### src/inc/spp_pkg.sv
// Package: constants, types and helpers of the serial peripheral port
//--------------------------------------------------------------------
// Notes on behaviour
// - Full duplex: bits out and in together
// - Controller data write starts clock, shifts eight bits
// - After one byte clock stops, complete flag sets
// - Complete flag with enable raises interrupt request
// - Last received byte held in receive buffer
// - Target deselected: idle, controller-in line released
// - Deselected target accepts writes, shifts nothing
// - Target sets complete flag after whole byte
// - Target accepts new send byte before read
// - Read each byte before next one completes
// - Role forces pin directions as tabled
// - Selectable bit order, low or high first
// - Seven controller clock rates, fastest half clock
// - Write collision flag protects running transfer
// - Completed transfer interrupt wakes idle processor
// - Select rising resets target logic, drops partial
// - Select low as input: drop to target, flag
// - Idle level and sample edge are selectable
// - Normal rates divide by 4, 16, 64, 128
//--------------------------------------------------------------------
package spp_pkg;
    localparam int BYTE_W   = 8;
    localparam int SYNC_N   = 4;
    localparam int DIV_W    = 7;
    localparam int PEND_W   = 3;
    localparam int PEND_TOP = PEND_W - 1;

    // Control word field positions
    localparam int CB_IE   = 7;
    localparam int CB_EN   = 6;
    localparam int CB_LSB  = 5;
    localparam int CB_ROLE = 4;
    localparam int CB_CLOCK_IDLE_LEVEL = 3;
    localparam int CB_CLOCK_SAMPLE_PHASE = 2;
    localparam int CB_R1   = 1;
    localparam int CB_R0   = 0;

    // Reset values
    localparam logic [BYTE_W-1:0] CTRL_RST = 8'h00;
    localparam logic [BYTE_W-1:0] BYTE_RST = 8'h00;

    // Synchronised pin indices
    localparam int SI_SEL  = 3;
    localparam int SI_SCK  = 2;
    localparam int SI_MOSI = 1;
    localparam int SI_MISO = 0;

    // Counts
    localparam logic [3:0] EDGE_LAST = 4'hf;
    localparam logic [2:0] BIT_LAST  = 3'h7;

    // Half-period terminal counts of the rate divider
    localparam logic [DIV_W-1:0] TC_DIV2   = 7'h00;
    localparam logic [DIV_W-1:0] TC_DIV4   = 7'h01;
    localparam logic [DIV_W-1:0] TC_DIV8   = 7'h03;
    localparam logic [DIV_W-1:0] TC_DIV16  = 7'h07;
    localparam logic [DIV_W-1:0] TC_DIV32  = 7'h0f;
    localparam logic [DIV_W-1:0] TC_DIV64  = 7'h1f;
    localparam logic [DIV_W-1:0] TC_DIV128 = 7'h3f;

    typedef enum logic [1:0] {ST_IDLE = 2'b01, ST_SHIFT = 2'b10} spp_state_t;

    // Rate select to half-period terminal count
    function automatic logic [DIV_W-1:0] spp_term(input logic dbl, input logic [1:0] spr);
        case ({dbl, spr})
            3'h0:    spp_term = TC_DIV4;
            3'h1:    spp_term = TC_DIV16;
            3'h2:    spp_term = TC_DIV64;
            3'h3:    spp_term = TC_DIV128;
            3'h4:    spp_term = TC_DIV2;
            3'h5:    spp_term = TC_DIV8;
            3'h6:    spp_term = TC_DIV32;
            default: spp_term = TC_DIV64;
        endcase
    endfunction : spp_term

    // Bit on the line for the chosen order
    function automatic logic spp_top(input logic lsb, input logic [BYTE_W-1:0] d);
        spp_top = lsb ? d[0] : d[BYTE_W-1];
    endfunction : spp_top

    // Shift one bit in at the far end
    function automatic logic [BYTE_W-1:0] spp_shift(input logic lsb,
                                                    input logic [BYTE_W-1:0] d,
                                                    input logic b);
        spp_shift = lsb ? {b, d[BYTE_W-1:1]} : {d[BYTE_W-2:0], b};
    endfunction : spp_shift
endpackage : spp_pkg
### src/design/spp_clk_div.sv
// Serial clock rate divider: one tick per half period
module spp_clk_div
(
    input  wire logic       clk_i,
    input  wire logic       sys_rst_i,
    input  wire logic       run_i,
    input  wire logic       dbl_i,
    input  wire logic [1:0] spr_i,
    output logic            tick_o
);
    import spp_pkg::*;

    logic [DIV_W-1:0] cnt_reg;
    logic [DIV_W-1:0] cnt_next;
    logic             tc;

    // Count to the selected terminal, restart when stopped
    always_comb
    begin
        tc       = (cnt_reg >= spp_term(dbl_i, spr_i));
        cnt_next = cnt_reg + 7'h01;
        if (!run_i || tc)
            cnt_next = '0;
    end

    always_ff @(posedge clk_i or posedge sys_rst_i)
    begin
        if (sys_rst_i)
            cnt_reg <= '0;
        else
            cnt_reg <= cnt_next;
    end

    assign tick_o = run_i & tc;
endmodule : spp_clk_div

### src/design/spp_sync.sv
// Two-stage synchroniser for the serial pins
module spp_sync
(
    input  wire logic                       clk_i,
    input  wire logic                       sys_rst_i,
    input  wire logic [spp_pkg::SYNC_N-1:0] async_i,
    output logic      [spp_pkg::SYNC_N-1:0] sync_o
);
    import spp_pkg::*;

    logic [SYNC_N-1:0] meta_reg;
    logic [SYNC_N-1:0] meta_next;
    logic [SYNC_N-1:0] sync_reg;
    logic [SYNC_N-1:0] sync_next;

    // First stage feeds only the second
    always_comb
    begin
        meta_next = async_i;
        sync_next = meta_reg;
    end

    always_ff @(posedge clk_i or posedge sys_rst_i)
    begin
        if (sys_rst_i)
        begin
            meta_reg <= '0;
            sync_reg <= '0;
        end
        else
        begin
            meta_reg <= meta_next;
            sync_reg <= sync_next;
        end
    end

    assign sync_o = sync_reg;
endmodule : spp_sync

### src/design/spp_top.sv
// Serial peripheral port: controller or target byte exchange
module spp_top
(
    input  wire logic                       clk_i,
    input  wire logic                       sys_rst_i,
    // Software side
    input  wire logic                       ctrl_wr_i,
    input  wire logic [spp_pkg::BYTE_W-1:0] ctrl_wdata_i,
    input  wire logic                       double_rate_enable_i,
    input  wire logic                       data_wr_i,
    input  wire logic [spp_pkg::BYTE_W-1:0] data_wdata_i,
    input  wire logic                       data_rd_i,
    input  wire logic                       status_rd_i,
    input  wire logic                       irq_ack_i,
    input  wire logic                       sck_dir_i,
    input  wire logic                       mosi_dir_i,
    input  wire logic                       miso_dir_i,
    input  wire logic                       sel_dir_out_i,
    output logic [spp_pkg::BYTE_W-1:0]      data_rdata_o,
    output logic                            flag_o,
    output logic                            wcol_o,
    output logic                            role_o,
    output logic                            irq_o,
    // Serial pins
    input  wire logic                       sck_i,
    output logic                            sck_o,
    output logic                            sck_oe_o,
    input  wire logic                       mosi_i,
    output logic                            mosi_o,
    output logic                            mosi_oe_o,
    input  wire logic                       miso_i,
    output logic                            miso_o,
    output logic                            miso_oe_o,
    input  wire logic                       sel_n_i
);
    import spp_pkg::*;

    logic [BYTE_W-1:0] ctrl_reg, ctrl_next;
    logic              role_reg, role_next;
    spp_state_t        state_reg, state_next;
    logic [3:0]        edge_reg, edge_next;
    logic [BYTE_W-1:0] tx_reg, tx_next;
    logic [BYTE_W-1:0] rx_reg, rx_next;
    logic [BYTE_W-1:0] rxbuf_reg, rxbuf_next;
    logic [2:0]        rcnt_reg, rcnt_next;
    logic [PEND_W-1:0] pend_reg, pend_next;
    logic              sck_lvl_reg, sck_lvl_next;
    logic              prev_reg, prev_next;
    logic              flag_reg, flag_next;
    logic              wcol_reg, wcol_next;
    logic              armed_reg, armed_next;
    logic              irq_reg, irq_next;
    logic [5:0]        pin_reg, pin_next;
    logic [SYNC_N-1:0] sync_w;
    logic              tick;

    //----------------------------------------------------------------
    // Pin synchronisers and rate divider
    //----------------------------------------------------------------
    spp_sync u_sync
    (
        .clk_i     (clk_i),
        .sys_rst_i (sys_rst_i),
        .async_i   ({sel_n_i, sck_i, mosi_i, miso_i}),
        .sync_o    (sync_w)
    );

    spp_clk_div u_div
    (
        .clk_i     (clk_i),
        .sys_rst_i (sys_rst_i),
        .run_i     (state_reg == ST_SHIFT),
        .dbl_i     (double_rate_enable_i),
        .spr_i     ({ctrl_reg[CB_R1], ctrl_reg[CB_R0]}),
        .tick_o    (tick)
    );

    //----------------------------------------------------------------
    // Decoded conditions
    //----------------------------------------------------------------
    logic en, lsb, clock_idle_level, clock_sample_phase, ie, c_act, t_act, sel_s, sck_s;
    logic fault, t_sel, t_chg, lead, trail, c_tick, samp_edge, setup_edge;
    logic first, pend_in, t_samp, samp_now, samp_bit, rx_done;
    logic busy, wr_ok, wcol_set, start, clr;

    // Configuration fields and roles
    assign en    = ctrl_reg[CB_EN];
    assign lsb   = ctrl_reg[CB_LSB];
    assign clock_idle_level  = ctrl_reg[CB_CLOCK_IDLE_LEVEL];
    assign clock_sample_phase  = ctrl_reg[CB_CLOCK_SAMPLE_PHASE];
    assign ie    = ctrl_reg[CB_IE];
    assign c_act = en & role_reg;
    assign t_act = en & ~role_reg;
    assign sel_s = sync_w[SI_SEL];
    assign sck_s = sync_w[SI_SCK];

    // Another controller pulls select low
    assign fault = c_act & ~sel_dir_out_i & ~sel_s;

    // Target edges from the synchronised clock, controller edges from the divider tick
    assign t_sel  = t_act & ~sel_s;
    assign t_chg  = t_sel & (sck_s != prev_reg);
    assign c_tick = tick & (state_reg == ST_SHIFT);
    assign lead   = (t_chg & (prev_reg == clock_idle_level)) | (c_tick & ~edge_reg[0]);
    assign trail  = (t_chg & (prev_reg != clock_idle_level)) | (c_tick & edge_reg[0]);

    // Sample and setup edges from the phase setting
    assign samp_edge  = clock_sample_phase ? trail : lead;
    assign setup_edge = clock_sample_phase ? lead : trail;
    assign first      = role_reg ? (edge_reg == '0) : (rcnt_reg == '0);

    // Controller samples late to match the input synchroniser
    assign pend_in  = samp_edge & c_act;
    assign t_samp   = samp_edge & t_act;
    assign samp_now = pend_reg[PEND_TOP] | t_samp;
    assign samp_bit = role_reg ? sync_w[SI_MISO] : sync_w[SI_MOSI];
    assign rx_done  = samp_now & (rcnt_reg == BIT_LAST);

    // Write acceptance and collision
    assign busy     = (state_reg == ST_SHIFT) | (|pend_reg) | (t_sel & (rcnt_reg != '0));
    assign wr_ok    = data_wr_i & ~busy;
    assign wcol_set = data_wr_i & busy;
    assign start    = wr_ok & c_act & ~fault;
    assign clr      = armed_reg & (data_wr_i | data_rd_i);

    //----------------------------------------------------------------
    // Control word and role
    //----------------------------------------------------------------
    always_comb
    begin
        ctrl_next = ctrl_reg;
        role_next = role_reg;
        if (ctrl_wr_i)
        begin
            ctrl_next = ctrl_wdata_i;
            role_next = ctrl_wdata_i[CB_ROLE];
        end
        if (fault)
            role_next = 1'b0;
    end

    always_ff @(posedge clk_i or posedge sys_rst_i)
    begin
        if (sys_rst_i)
        begin
            ctrl_reg <= CTRL_RST;
            role_reg <= 1'b0;
        end
        else
        begin
            ctrl_reg <= ctrl_next;
            role_reg <= role_next;
        end
    end

    //----------------------------------------------------------------
    // Shift engine
    //----------------------------------------------------------------
    always_comb
    begin
        state_next   = state_reg;
        edge_next    = edge_reg;
        tx_next      = tx_reg;
        rx_next      = rx_reg;
        rxbuf_next   = rxbuf_reg;
        rcnt_next    = rcnt_reg;
        pend_next    = {pend_reg[PEND_TOP-1:0], pend_in};
        sck_lvl_next = sck_lvl_reg;
        prev_next    = sck_s;
        // Next send bit, first leading edge of phase 1 holds
        if (setup_edge && !(clock_sample_phase && first))
            tx_next = spp_shift(lsb, tx_reg, 1'b0);
        // Receive one bit
        if (samp_now)
        begin
            rx_next   = spp_shift(lsb, rx_reg, samp_bit);
            rcnt_next = rcnt_reg + 3'h1;
        end
        if (rx_done)
            rxbuf_next = rx_next;
        // Controller clock edges
        if (c_tick)
        begin
            sck_lvl_next = ~sck_lvl_reg;
            edge_next    = edge_reg + 4'h1;
            if (edge_reg == EDGE_LAST)
                state_next = ST_IDLE;
        end
        if (state_reg != ST_SHIFT)
            sck_lvl_next = clock_idle_level;
        if (wr_ok)
            tx_next = data_wdata_i;
        if (start)
        begin
            state_next = ST_SHIFT;
            edge_next  = '0;
        end
        // Disable, mode fault or deselect drops the partial byte
        if (!en || fault || (t_act && sel_s))
        begin
            state_next = ST_IDLE;
            rcnt_next  = '0;
            pend_next  = '0;
            rx_next    = BYTE_RST;
        end
    end

    always_ff @(posedge clk_i or posedge sys_rst_i)
    begin
        if (sys_rst_i)
        begin
            state_reg   <= ST_IDLE;
            edge_reg    <= '0;
            tx_reg      <= BYTE_RST;
            rx_reg      <= BYTE_RST;
            rxbuf_reg   <= BYTE_RST;
            rcnt_reg    <= '0;
            pend_reg    <= '0;
            sck_lvl_reg <= 1'b0;
            prev_reg    <= 1'b0;
        end
        else
        begin
            state_reg   <= state_next;
            edge_reg    <= edge_next;
            tx_reg      <= tx_next;
            rx_reg      <= rx_next;
            rxbuf_reg   <= rxbuf_next;
            rcnt_reg    <= rcnt_next;
            pend_reg    <= pend_next;
            sck_lvl_reg <= sck_lvl_next;
            prev_reg    <= prev_next;
        end
    end

    //----------------------------------------------------------------
    // Flags and interrupt, set wins over clear
    //----------------------------------------------------------------
    always_comb
    begin
        flag_next  = flag_reg;
        wcol_next  = wcol_reg;
        armed_next = armed_reg;
        if (clr || irq_ack_i)
            flag_next = 1'b0;
        if (rx_done || fault)
            flag_next = 1'b1;
        if (clr)
            wcol_next = 1'b0;
        if (wcol_set)
            wcol_next = 1'b1;
        if (clr)
            armed_next = 1'b0;
        if (status_rd_i && (flag_reg || wcol_reg))
            armed_next = 1'b1;
        irq_next = flag_next & ie;
    end

    always_ff @(posedge clk_i or posedge sys_rst_i)
    begin
        if (sys_rst_i)
        begin
            flag_reg  <= 1'b0;
            wcol_reg  <= 1'b0;
            armed_reg <= 1'b0;
            irq_reg   <= 1'b0;
        end
        else
        begin
            flag_reg  <= flag_next;
            wcol_reg  <= wcol_next;
            armed_reg <= armed_next;
            irq_reg   <= irq_next;
        end
    end

    //----------------------------------------------------------------
    // Pin drivers and direction overrides
    //----------------------------------------------------------------
    always_comb
    begin
        pin_next[5] = sck_lvl_reg;
        pin_next[4] = c_act & sck_dir_i;
        pin_next[3] = spp_top(lsb, tx_reg);
        pin_next[2] = c_act & mosi_dir_i;
        pin_next[1] = spp_top(lsb, tx_reg);
        pin_next[0] = t_sel & miso_dir_i;
    end

    always_ff @(posedge clk_i or posedge sys_rst_i)
    begin
        if (sys_rst_i)
            pin_reg <= '0;
        else
            pin_reg <= pin_next;
    end

    assign sck_o        = pin_reg[5];
    assign sck_oe_o     = pin_reg[4];
    assign mosi_o       = pin_reg[3];
    assign mosi_oe_o    = pin_reg[2];
    assign miso_o       = pin_reg[1];
    assign miso_oe_o    = pin_reg[0];
    assign data_rdata_o = rxbuf_reg;
    assign flag_o       = flag_reg;
    assign wcol_o       = wcol_reg;
    assign role_o       = role_reg;
    assign irq_o        = irq_reg;
endmodule : spp_top

### config.mk
export PLATFORM = sky130hd
export DESIGN_NAME = spp_top
export DESIGN_NICKNAME = d
export VERILOG_FILES = /design/src/inc/spp_pkg.sv /design/src/design/spp_clk_div.sv /design/src/design/spp_sync.sv /design/src/design/spp_top.sv
export SDC_FILE = /design/constraint.sdc
export NUM_CORES = 1
export LEC_CHECK = 0
export BUFFER_PORTS_ARGS = -buffer_cell sky130_fd_sc_hd__buf_2
export CORE_AREA = 2 2 60 119
export CTS_BUF_LIST = sky130_fd_sc_hd__clkbuf_4
export CTS_CLUSTER_DIAMETER = 150
export DETAILED_ROUTE_END_ITERATION = 10
export DIE_AREA = 0 0 62 121
export PLACE_DENSITY = 0.77
export SLEW_MARGIN = 25
export SYNTH_ARGS = -nofsm -noshare
export SYNTH_HDL_FRONTEND = slang
export SYNTH_SLANG_ARGS = --single-unit
### constraint.sdc
create_clock -name clk_i -period 2.6 [get_ports clk_i]
set_input_delay 0.26 -clock clk_i [delete_from_list [all_inputs] [get_ports clk_i]]
set_output_delay 0.26 -clock clk_i [all_outputs]
set_load 0.005 [all_outputs]
Yosys cells after proc, flatten, opt, wreduce, memory -nomap -nowiden
Cells that the tools add are included.

Flip-flop bits (word level): 72. Output and inout bits: 18. Word-level logic and storage cells: 132.

$add $sub $neg: 3. $lt $le $gt $ge: 1. Eq/ne operators: 12. Multiplexer cells: 31. Bitwise operators: 38. Reductions and logical operators: 28.

Operators with widths (count): 8-bit 2-to-1 mux (6); 6-bit case mux with 6 select lines (1); 1-bit bitwise AND (25); 1-bit 2-to-1 mux (14); 2-bit nonzero test (7); 3-bit equality test, second input constant (4); 3-bit 2-to-1 mux (3); 3-bit nonzero test (3); 2-bit 2-to-1 mux (4); 4-bit 2-to-1 mux (2); 7-bit by 1-bit adder with 7-bit output, second input constant (1); 7-bit by 6-bit greater-or-equal comparator with 1-bit output (1); 7-bit 2-to-1 mux (1); 1-bit inverter (7); 3-bit zero test (2); 1-bit logical OR (6); 1-bit OR (6); 4-bit by 1-bit adder with 4-bit output, second input constant (1); 4-bit equality test, second input constant (1); 1-bit logical AND (4); 4-bit zero test (1); 3-bit by 1-bit adder with 3-bit output, second input constant (1); 3-bit by 1-bit equality test with 1-bit output, second input constant (1); 3-bit by 2-bit equality test with 1-bit output, second input constant (1); other kinds (7) (10).

Longest topological paths before layout
Gate-level depths: netlist of run 1.

Depth in word-level cells: 14. Mapped depth: 10. Gate-level depth less buffers: 9.

Cells and area by module
A second synthesis of run 1 with hierarchy kept.

Cells, all modules: 315. Area total of the unflattened synthesis: 3525.9 um2.

Modules (own cells, without submodules): spp_top (times used 1, cells each 255, area an instance 2816.5 um2, sequential area each 1377.6 um2); spp_clk_div (times used 1, cells each 51, area an instance 505.5 um2, sequential area each 175.2 um2); spp_sync (times used 1, cells each 9, area an instance 203.9 um2, sequential area each 200.2 um2).

Worst setup path before layout of run 1
OpenSTA, ideal clock, no wires.

Kind: flip-flop to flip-flop. Start point: register ctrl_reg[0]. End point: register tx_reg[7]. Setup time: 0.126 ns. Arrival: 2.298 ns. Required time: 2.474 ns. Slack: 0.176 ns. Stages on the path, launching flop included: 11. Path buffers: 1. Clock period less this slack: 2.424 ns. Cell sequence: dfrtp_1 > nor2b_1 > nand2_1 > ha_1 > a211oi_2 > nand2_1 > a22oi_4 > a21oi_4 > or2_1 > buf_6 > a221o_1.

Word-level cells in the longest chain between the ends: 10. Elaborated cells on any way between the ends: 17. Those cells by class: order compare: 1; eq/ne: 5; mux: 2; bitwise: 6; reduce/logical: 3.

RTL lines: from (decl) (RTL line spp_top.sv:38) `logic [BYTE_W-1:0] ctrl_reg, ctrl_next;`; from (signal assigned) (RTL line spp_top.sv:151) `ctrl_reg <= ctrl_next;`; 3-bit equality test (tied with other cells) (RTL line spp_pkg.sv:68) `case ({dbl, spr})`; 6-bit case mux with 6 select lines (*) (RTL line spp_pkg.sv:68); 7-bit by 6-bit greater-or-equal comparator with 1-bit output (*) (RTL line spp_clk_div.sv:20) `tc = (cnt_reg >= spp_term(dbl_i, spr_i));`; 1-bit bitwise AND (*) (RTL line spp_clk_div.sv:34) `assign tick_o = run_i & tc;`; 1-bit bitwise AND (*) (RTL line spp_top.sv:103) `assign c_tick = tick & (state_reg == ST_SHIFT);`; 1-bit bitwise AND (on tied branches) (RTL line spp_top.sv:105, spp_top.sv:104); 1-bit OR (on tied branches) (RTL line spp_top.sv:105, spp_top.sv:104); 1-bit 2-to-1 mux (*) (RTL line spp_top.sv:109) `assign setup_edge = clock_sample_phase ? lead : trail;`; 1-bit logical AND (*) (RTL line spp_top.sv:171) `if (setup_edge && !(clock_sample_phase && first))`; 2-bit nonzero test (no line) (*); to (signal assigned) (RTL line spp_top.sv:226) `tx_reg <= tx_next;`; to (decl) (RTL line spp_top.sv:42) `logic [BYTE_W-1:0] tx_reg, tx_next;`.

Every way passes the cells marked *; elsewhere a longest branch is shown, timed or not. A chain may end at the register's enable or synchronous reset.

Worst setup path after layout of run 1
Start point: register ctrl_reg[0]. End point: register rxbuf_reg[3], in the netlist data_rdata_o[3].

Word-level cells in the longest chain between the ends: 11. Elaborated cells on any way between the ends: 19. Those cells by class: order compare: 1; eq/ne: 5; mux: 3; bitwise: 9; reduce/logical: 1.

RTL lines: 3-bit equality test (tied with other cells) (RTL line spp_pkg.sv:68); 6-bit case mux with 6 select lines (*) (RTL line spp_pkg.sv:68); 7-bit by 6-bit greater-or-equal comparator with 1-bit output (*) (RTL line spp_clk_div.sv:20); 1-bit bitwise AND (*) (RTL line spp_clk_div.sv:34); 1-bit bitwise AND (*) (RTL line spp_top.sv:103); 1-bit bitwise AND (on tied branches) (RTL line spp_top.sv:104, spp_top.sv:105); 1-bit OR (on tied branches) (RTL line spp_top.sv:104, spp_top.sv:105); 1-bit 2-to-1 mux (*) (RTL line spp_top.sv:108) `assign samp_edge = clock_sample_phase ? trail : lead;`; 1-bit bitwise AND (*) (RTL line spp_top.sv:114) `assign t_samp = samp_edge & t_act;`; 1-bit OR (*) (RTL line spp_top.sv:115) `assign samp_now = pend_reg[PEND_TOP] | t_samp;`; 8-bit 2-to-1 mux / 1-bit bitwise AND (equally long branches) (RTL line spp_top.sv:174, spp_top.sv:117); to (signal assigned) (RTL line spp_top.sv:228) `rxbuf_reg <= rxbuf_next;`; to (decl) (RTL line spp_top.sv:44) `logic [BYTE_W-1:0] rxbuf_reg, rxbuf_next;`.

Marked as above.

==> results.json, run 1 <==
{
  "synthMuxAreaShare_pct": 8.92,
  "holdPathStages": 3,
  "ios": 50,
  "cp-end-kind": "flip-flop",
  "reg2reg_slack_ns": 0.12,
  "wl_met1_mm": 2.76,
  "pre_cts_ws_ns": 0.0206,
  "antenna_found_initial": 0,
  "dp.cells": 455,
  "status": "finished clean",
  "worst_pin_slew_ns": 0.784,
  "synth_top_family_by_area": "simple AND/OR/NAND/NOR gates",
  "initial_core_util_pct": 51.9,
  "ys_top_cells_by_count": "dfrtp_1, nor2_1, nand2_1, nor3_1",
  "synth_compound_area_share_pct": 12.2,
  "syn_area_sq_um": 3410,
  "rows": 42,
  "final_nets": 429,
  "numCtsBuffers": 9,
  "dpl_cell_area_sq_um": 3790,
  "synth_fa_ha_area_share_pct": 4.41,
  "yosys.area_share.simple_pct": 17.0,
  "die_h_microns": 121,
  "die_w_microns": 62,
  "drt_pass1_iterations": 4,
  "design_area_sq_um": 4000,
  "grt_usage_pct": 22.4,
  "top_layer": "met4",
  "dp_hpwl_mm": 5.84,
  "cp_max_fo": 4,
  "synth_top_area_share_pct": 50.7,
  "finalWirelength_mm": 7.90,
  "whs_ns": 0.0407,
  "vias": 2666,
  "hp-class": "primary input to flip-flop",
  "die_area_sq_um": 7500,
  "core-area_sq_um": 6570,
  "worst-setup-path-type": "flip-flop to flip-flop",
  "holdPathEnd": "ctrl_reg[7]$_DFFE_PP0P_",
  "grt_start_max_net_pins": 39,
  "synthToLayoutAreaGrowth_pct": 17.4,
  "async_flop_share_pct": 100,
  "wl_met3_microns": 304,
  "initialDrtViolationCount": 142,
  "finalMaxSlewViolations": 0,
  "setup_viol": 0,
  "drv_cap": 0,
  "gp_congestion": 0.922,
  "synthXorXnorAreaFrac_pct": 2.06,
  "drive_gt1_share_pct": 30.1,
  "fin_ws_ns": 0.118,
  "fin_crit_sh_pct": 95.5,
  "avgSynthCellArea_sq_um": 10.6,
  "r2r_start": "ctrl_reg[0]$_DFFE_PP0P_",
  "postSynthCellCount": 321,
  "ys.flop_type": "dfrtp_1",
  "fin_worst_skew_ns": 0.0148,
  "ant_nets": 0,
  "cts_root_buffer": "clkbuf_4",
  "hold_violations": 0,
  "layout_min_cycle_time_ns": 2.48,
  "ys_seq_elements": 70,
  "hold_start": "ctrl_wdata_i[7]",
  "cts_tree": "built",
  "synth-edff-count": 0,
  "synth-warning-count": 0,
  "clkTransAtPathRegs_ns": 0.10,
  "ir_worst_vdd_mv": 0.365,
  "overflow": 0,
  "synth_area_leaders": "dfrtp_1, mux2_2, ha_1, nor3_1, a21oi_1",
  "routed_via_density": 5.59,
  "post-synth-top-area-cell": "dfrtp_1",
  "cp-start-kind": "flip-flop",
  "p_leak_uw": 0.00193,
  "cts.htree.levels": 3,
  "wl_per_cell_microns": 16.6,
  "power_density_nw_per_um2": 534,
  "synth_cell_types": 49,
  "synth.most_common_cell": "dfrtp_1",
  "insertion_delay_ns": 0.43,
  "yosysSeqAreaShare_pct": 51.5,
  "worstPathRequired_ns": 2.92,
  "final-instance-count-excl-fill": 477,
  "io_buffer_count": 49,
  "clk_path_buf_depth": 2,
  "r2r_end": "data_rdata_o[3]$_DFFE_PP0P_",
  "slew_headroom_pct": 47.8,
  "route.met2.wl_mm": 4.59,
  "grt_pass1_vias": 2725,
  "cts.sinks": 70,
  "rr_worst_depth": 9,
  "grt_pass1_wl_mm": 12.2,
  "drc": 0,
  "diodes": 0,
  "syn-num-nets": 365,
  "cp.arrival_ns": 2.80,
  "max_freq_ghz": 0.403
}
final cells by class:
class | count | area [sq um]
fillers | 554 | 2570
flip-flops and latches | 70 | 1750
multi-input cells | 222 | 1570
repair buffers | 68 | 413
well taps | 88 | 110
clock buffers | 12 | 90.1
inverters | 14 | 52.6
clock inverters | 3 | 12.5
through the flow:
stage	total power, uW	TNS, ns	utilization, %
6_report	2140	0	60.9
5_1_grt	2240	-0.0830	60.9
4_1_cts	2150	0	60.1
3_5_place_dp	1570	0	57.7
3_3_place_gp	1560	0	57.7
2_1_floorplan	1450	0	-
power by group:
| part | leakage (uW) | total [uW] | internal [uW] | switching (uW) |
|---|---|---|---|---|
| sequential | 0.000905 | 1220 | 1160 | 62.4 |
| combinational | 0.000963 | 348 | 152 | 195 |
| clock | 0.0000623 | 570 | 217 | 353 |
worst max path at each step:
| stage | startpoint | end | slack (ns) | cells after the start |
|---|---|---|---|---|
| 3_3_place_gp | ctrl_reg[0]$_DFFE_PP0P_ | tx_reg[7]$_DFFE_PP0P_ | 0.15 | 9 |
| 5_1_grt | ctrl_reg[0]$_DFFE_PP0P_ | data_rdata_o[3]$_DFFE_PP0P_ | -0.02 | 9 |
| 3_5_place_dp | ctrl_reg[0]$_DFFE_PP0P_ | tx_reg[7]$_DFFE_PP0P_ | 0.02 | 9 |
| 6_report | ctrl_reg[0]$_DFFE_PP0P_ | data_rdata_o[3]$_DFFE_PP0P_ | 0.12 | 9 |
| 2_1_floorplan | ctrl_reg[0]$_DFFE_PP0P_ | tx_reg[7]$_DFFE_PP0P_ | 0.18 | 10 |
| 4_1_cts | ctrl_reg[0]$_DFFE_PP0P_ | data_rdata_o[7]$_DFFE_PP0P_ | 0.04 | 9 |
layout by cell type (no fill, tap or decap), types with 2 or more instances in the layout:
| cell type | n |
|---|---|
| a21oi_1 | 17 |
| a21oi_2 | 3 |
| a221o_1 | 2 |
| a311oi_1 | 6 |
| a31oi_1 | 2 |
| and2_1 | 2 |
| and3_1 | 7 |
| buf_2 | 49 |
| buf_4 | 13 |
| clkbuf_4 | 12 |
| clkinv_1 | 2 |
| dfrtp_1 | 69 |
| dlygate4sd3_1 | 5 |
| ha_1 | 11 |
| inv_1 | 12 |
| inv_2 | 2 |
| mux2_2 | 19 |
| mux2i_1 | 9 |
| nand2_1 | 20 |
| nand2b_1 | 2 |
| nand3_1 | 12 |
| nand3b_1 | 2 |
| nor2_1 | 25 |
| nor2b_1 | 2 |
| nor3_1 | 20 |
| nor3b_1 | 5 |
| nor4_1 | 7 |
| o21ai_0 | 18 |
| o21ai_2 | 2 |
| xnor2_1 | 5 |
| xor2_1 | 3 |
logic make-up after synthesis:
| group | after synthesis |
|---|---|
| adders and majority gates | 12 |
| muxes | 28 |
| and+or+nand+nor | 113 |
| xor gates and xnor gates | 8 |
| buffers and inverters | 30 |
| AOI/OAI and AO/OA | 60 |
| DFF | 70 |
critical path, stage by stage (launching register included):
cell	delay, ns
dfrtp_1	0.42
nor2b_2	0.17
nor2_1	0.13
ha_1	0.27
a21oi_2	0.16
o21ai_2	0.12
a21oi_2	0.24
nand4_1	0.27
nand3_2	0.25
mux2_2	0.35
routing by layer:
layer,vias to the layer above,track usage [%]
li1,1276,-
met3,22,4.26
met2,73,40.1
met1,1295,21.8
met4,0,13.3
met5,-,0
timing repair:
item / 4_1_cts / 5_1_grt
setup buffers: 0 / 1
hold endpoints to repair: 36 / 0
pin swaps: 0 / 5
endpoints found under the setup margin: 1 / 28
hold buffers: 5 / 0
resized for setup: 1 / 7
cloned: 0 / 1
(Power assumes the default switching activity.)
==> run 2, diff against run 1 <==
- REMOVE_ABC_BUFFERS: default -> 1
==> run 2 against run 1 <==
Clock skew increased by 0.0070 ns. Design area about the same. Global-route usage is 0.41 points higher. Sequential power is essentially flat. Critical path depth is the same.
==> results.json, run 2 (synthesis results as in run 1) <==
{
  "overflow": 0,
  "reg2reg_slack_ns": 0.10,
  "postLayoutCoreUtil_pct": 60.9,
  "status": "finished clean",
  "p_leak_uw": 0.00194,
  "power_density_nw_per_um2": 533,
  "dpl_cell_area_sq_um": 3800,
  "fillers": 590,
  "insertion_delay_ns": 0.43,
  "power_frac_seq_pct": 57.1,
  "setup_viol": 0,
  "layout_min_cycle_time_ns": 2.50,
  "finalWirelength_mm": 7.77,
  "fin_crit_sh_pct": 96.1,
  "vias": 2689,
  "final_common_cell": "dfrtp_1",
  "drt_pass1_iterations": 4,
  "drive_gt1_share_pct": 30.5,
  "hold_violations": 0,
  "layout_common_cells": "dfrtp_1, buf_2, nor2_1, nand2_1, nor3_1",
  "grt_start_max_net_pins": 42,
  "cts_tree": "built",
  "clkTransAtPathRegs_ns": 0.11,
  "cp.arrival_ns": 2.82,
  "grt_pass1_wl_mm": 12.3,
  "numCtsBuffers": 9,
  "drv_cap": 0,
  "initialDrtViolationCount": 70,
  "cp-end-kind": "flip-flop",
  "worst_pin_slew_ns": 0.814,
  "combPwrFrac_pct": 16.4,
  "tns_ns": 0,
  "core-area_sq_um": 6570,
  "finalMaxSlewViolations": 0,
  "swShare_pct": 29.3,
  "grt_usage_pct": 22.8,
  "cp_max_fo": 8,
  "wl_per_cell_microns": 16.2,
  "diodes": 0,
  "ir_worst_vdd_mv": 0.369,
  "multi_input_area_sq_um": 1560,
  "pwr-share-clk_pct": 26.5,
  "drc": 0,
  "holdPathStages": 3,
  "gp_congestion": 0.958,
  "design_area_sq_um": 4000,
  "cp-start-kind": "flip-flop",
  "ant_nets": 0,
  "power.internal_uw": 1510,
  "cts.htree.levels": 3,
  "p_sw_uw": 626,
  "hp-class": "primary input to flip-flop",
  "cts_root_buffer": "clkbuf_4",
  "initial_core_util_pct": 51.9,
  "dp_hpwl_mm": 5.65,
  "fin_worst_skew_ns": 0.0218,
  "ios": 50,
  "final_nets": 430,
  "routed_via_density": 5.63,
  "die_w_microns": 62,
  "synthToLayoutAreaGrowth_pct": 17.5,
  "regArea_sq_um": 1750,
  "rr_worst_depth": 9,
  "worst-setup-path-type": "flip-flop to flip-flop",
  "die_area_sq_um": 7500,
  "worstPathRequired_ns": 2.92,
  "cts.sinks": 70,
  "rows": 42,
  "final-instance-count-excl-fill": 478,
  "whs_ns": 0.0324,
  "die_h_microns": 121,
  "cpMaxStageDelayCell": "dfrtp_1",
  "io_buffer_count": 49,
  "clk_path_buf_depth": 2,
  "critPathMostFrequentCell": "nand2_1",
  "slowest_delay_ns": 0.40,
  "max_freq_ghz": 0.400,
  "antenna_found_initial": 0,
  "path_cells": "nor2b_2 > nand2_1 > ha_1 > a211oi_2 > nand2_1 > a22oi_4 > a21oi_4 > or2_4 > a221o_1",
  "slew_headroom_pct": 45.7,
  "dp.cells": 456,
  "grt_pass1_vias": 2711
}
[run 2: cell types whose count changed in the layout (fill, tap and decap cells not counted), moves of 2 or more]
cell | previous run | this run
a311oi_1 | 6 | 4
buf_4 | 13 | 15
a311oi_2 | 1 | 3
clkinv_2 | 1 | 3
clkbuf_4 | 12 | 10
[run 2: through the flow]
stage	setup WS, ns	power [uW]
floorplan	0.00868	1430
global placement	0.129	1560
detailed placement	0.0453	1570
CTS	0.00701	2140
global route	-0.0162	2240
finish	0.100	2130
[run 2: power by group through the flow]
stage	combinational [uW]	sequential, uW	clock [uW]
global placement	325	1240	0
detailed placement	333	1240	0
finish	351	1220	565
CTS	342	1220	585
global route	393	1230	621
floorplan	197	1230	0
[run 2: final timing paths]
path | startpoint | end
worst max register to register | ctrl_reg[0]$_DFFE_PP0P_ | tx_reg[7]$_DFFE_PP0P_
worst min-delay path | ctrl_wdata_i[1] | ctrl_reg[1]$_DFFE_PP0P_
worst min register to register | u_sync.meta_reg[2]$_DFF_PP0_ | u_sync.sync_o[2]$_DFF_PP0_
min in group asynchronous | sys_rst_i | rx_reg[0]$_DFF_PP0_
worst max-delay path | ctrl_reg[0]$_DFFE_PP0P_ | tx_reg[7]$_DFFE_PP0P_
max in group asynchronous | sys_rst_i | state_reg[0]$_DFFE_PP1P_
[run 2: layout make-up]
cell class	count	share of cell area, %
inverter	14	1.31
clock buffer	10	1.88
timing repair buffer	70	10.7
tap	88	2.75
multi-input combinational	221	38.9
sequential	70	43.8
clock inverter	5	0.688
[run 2: routing by layer]
| layer | global-route usage [%] | up-vias | part of all wire, % |
|---|---|---|---|
| met5 | 0 | - | 0 |
| met4 | 12.6 | 0 | 3.9 |
| met3 | 5.76 | 25 | 4.0 |
| met2 | 39.1 | 71 | 56 |
| met1 | 23.6 | 1319 | 36 |
| li1 | - | 1274 | - |
[run 2: timing repair]
action / 4_1_cts / 5_1_grt
buffers inserted: 0 / 2
gates resized for setup: 0 / 8
hold buffers: 5 / 0
endpoints found under the hold margin: 33 / 0
setup endpoints to repair: 0 / 27
[run 2: worst max-delay path, delay by kind of cell, from the launching register on]
kind / cells / cell delay, ns
flip-flops: 1 / 0.40
AND/OR/NAND/NOR: 4 / 0.69
adder cells (fa/ha/maj): 1 / 0.34
AO/OA/AOI/OAI: 4 / 0.96
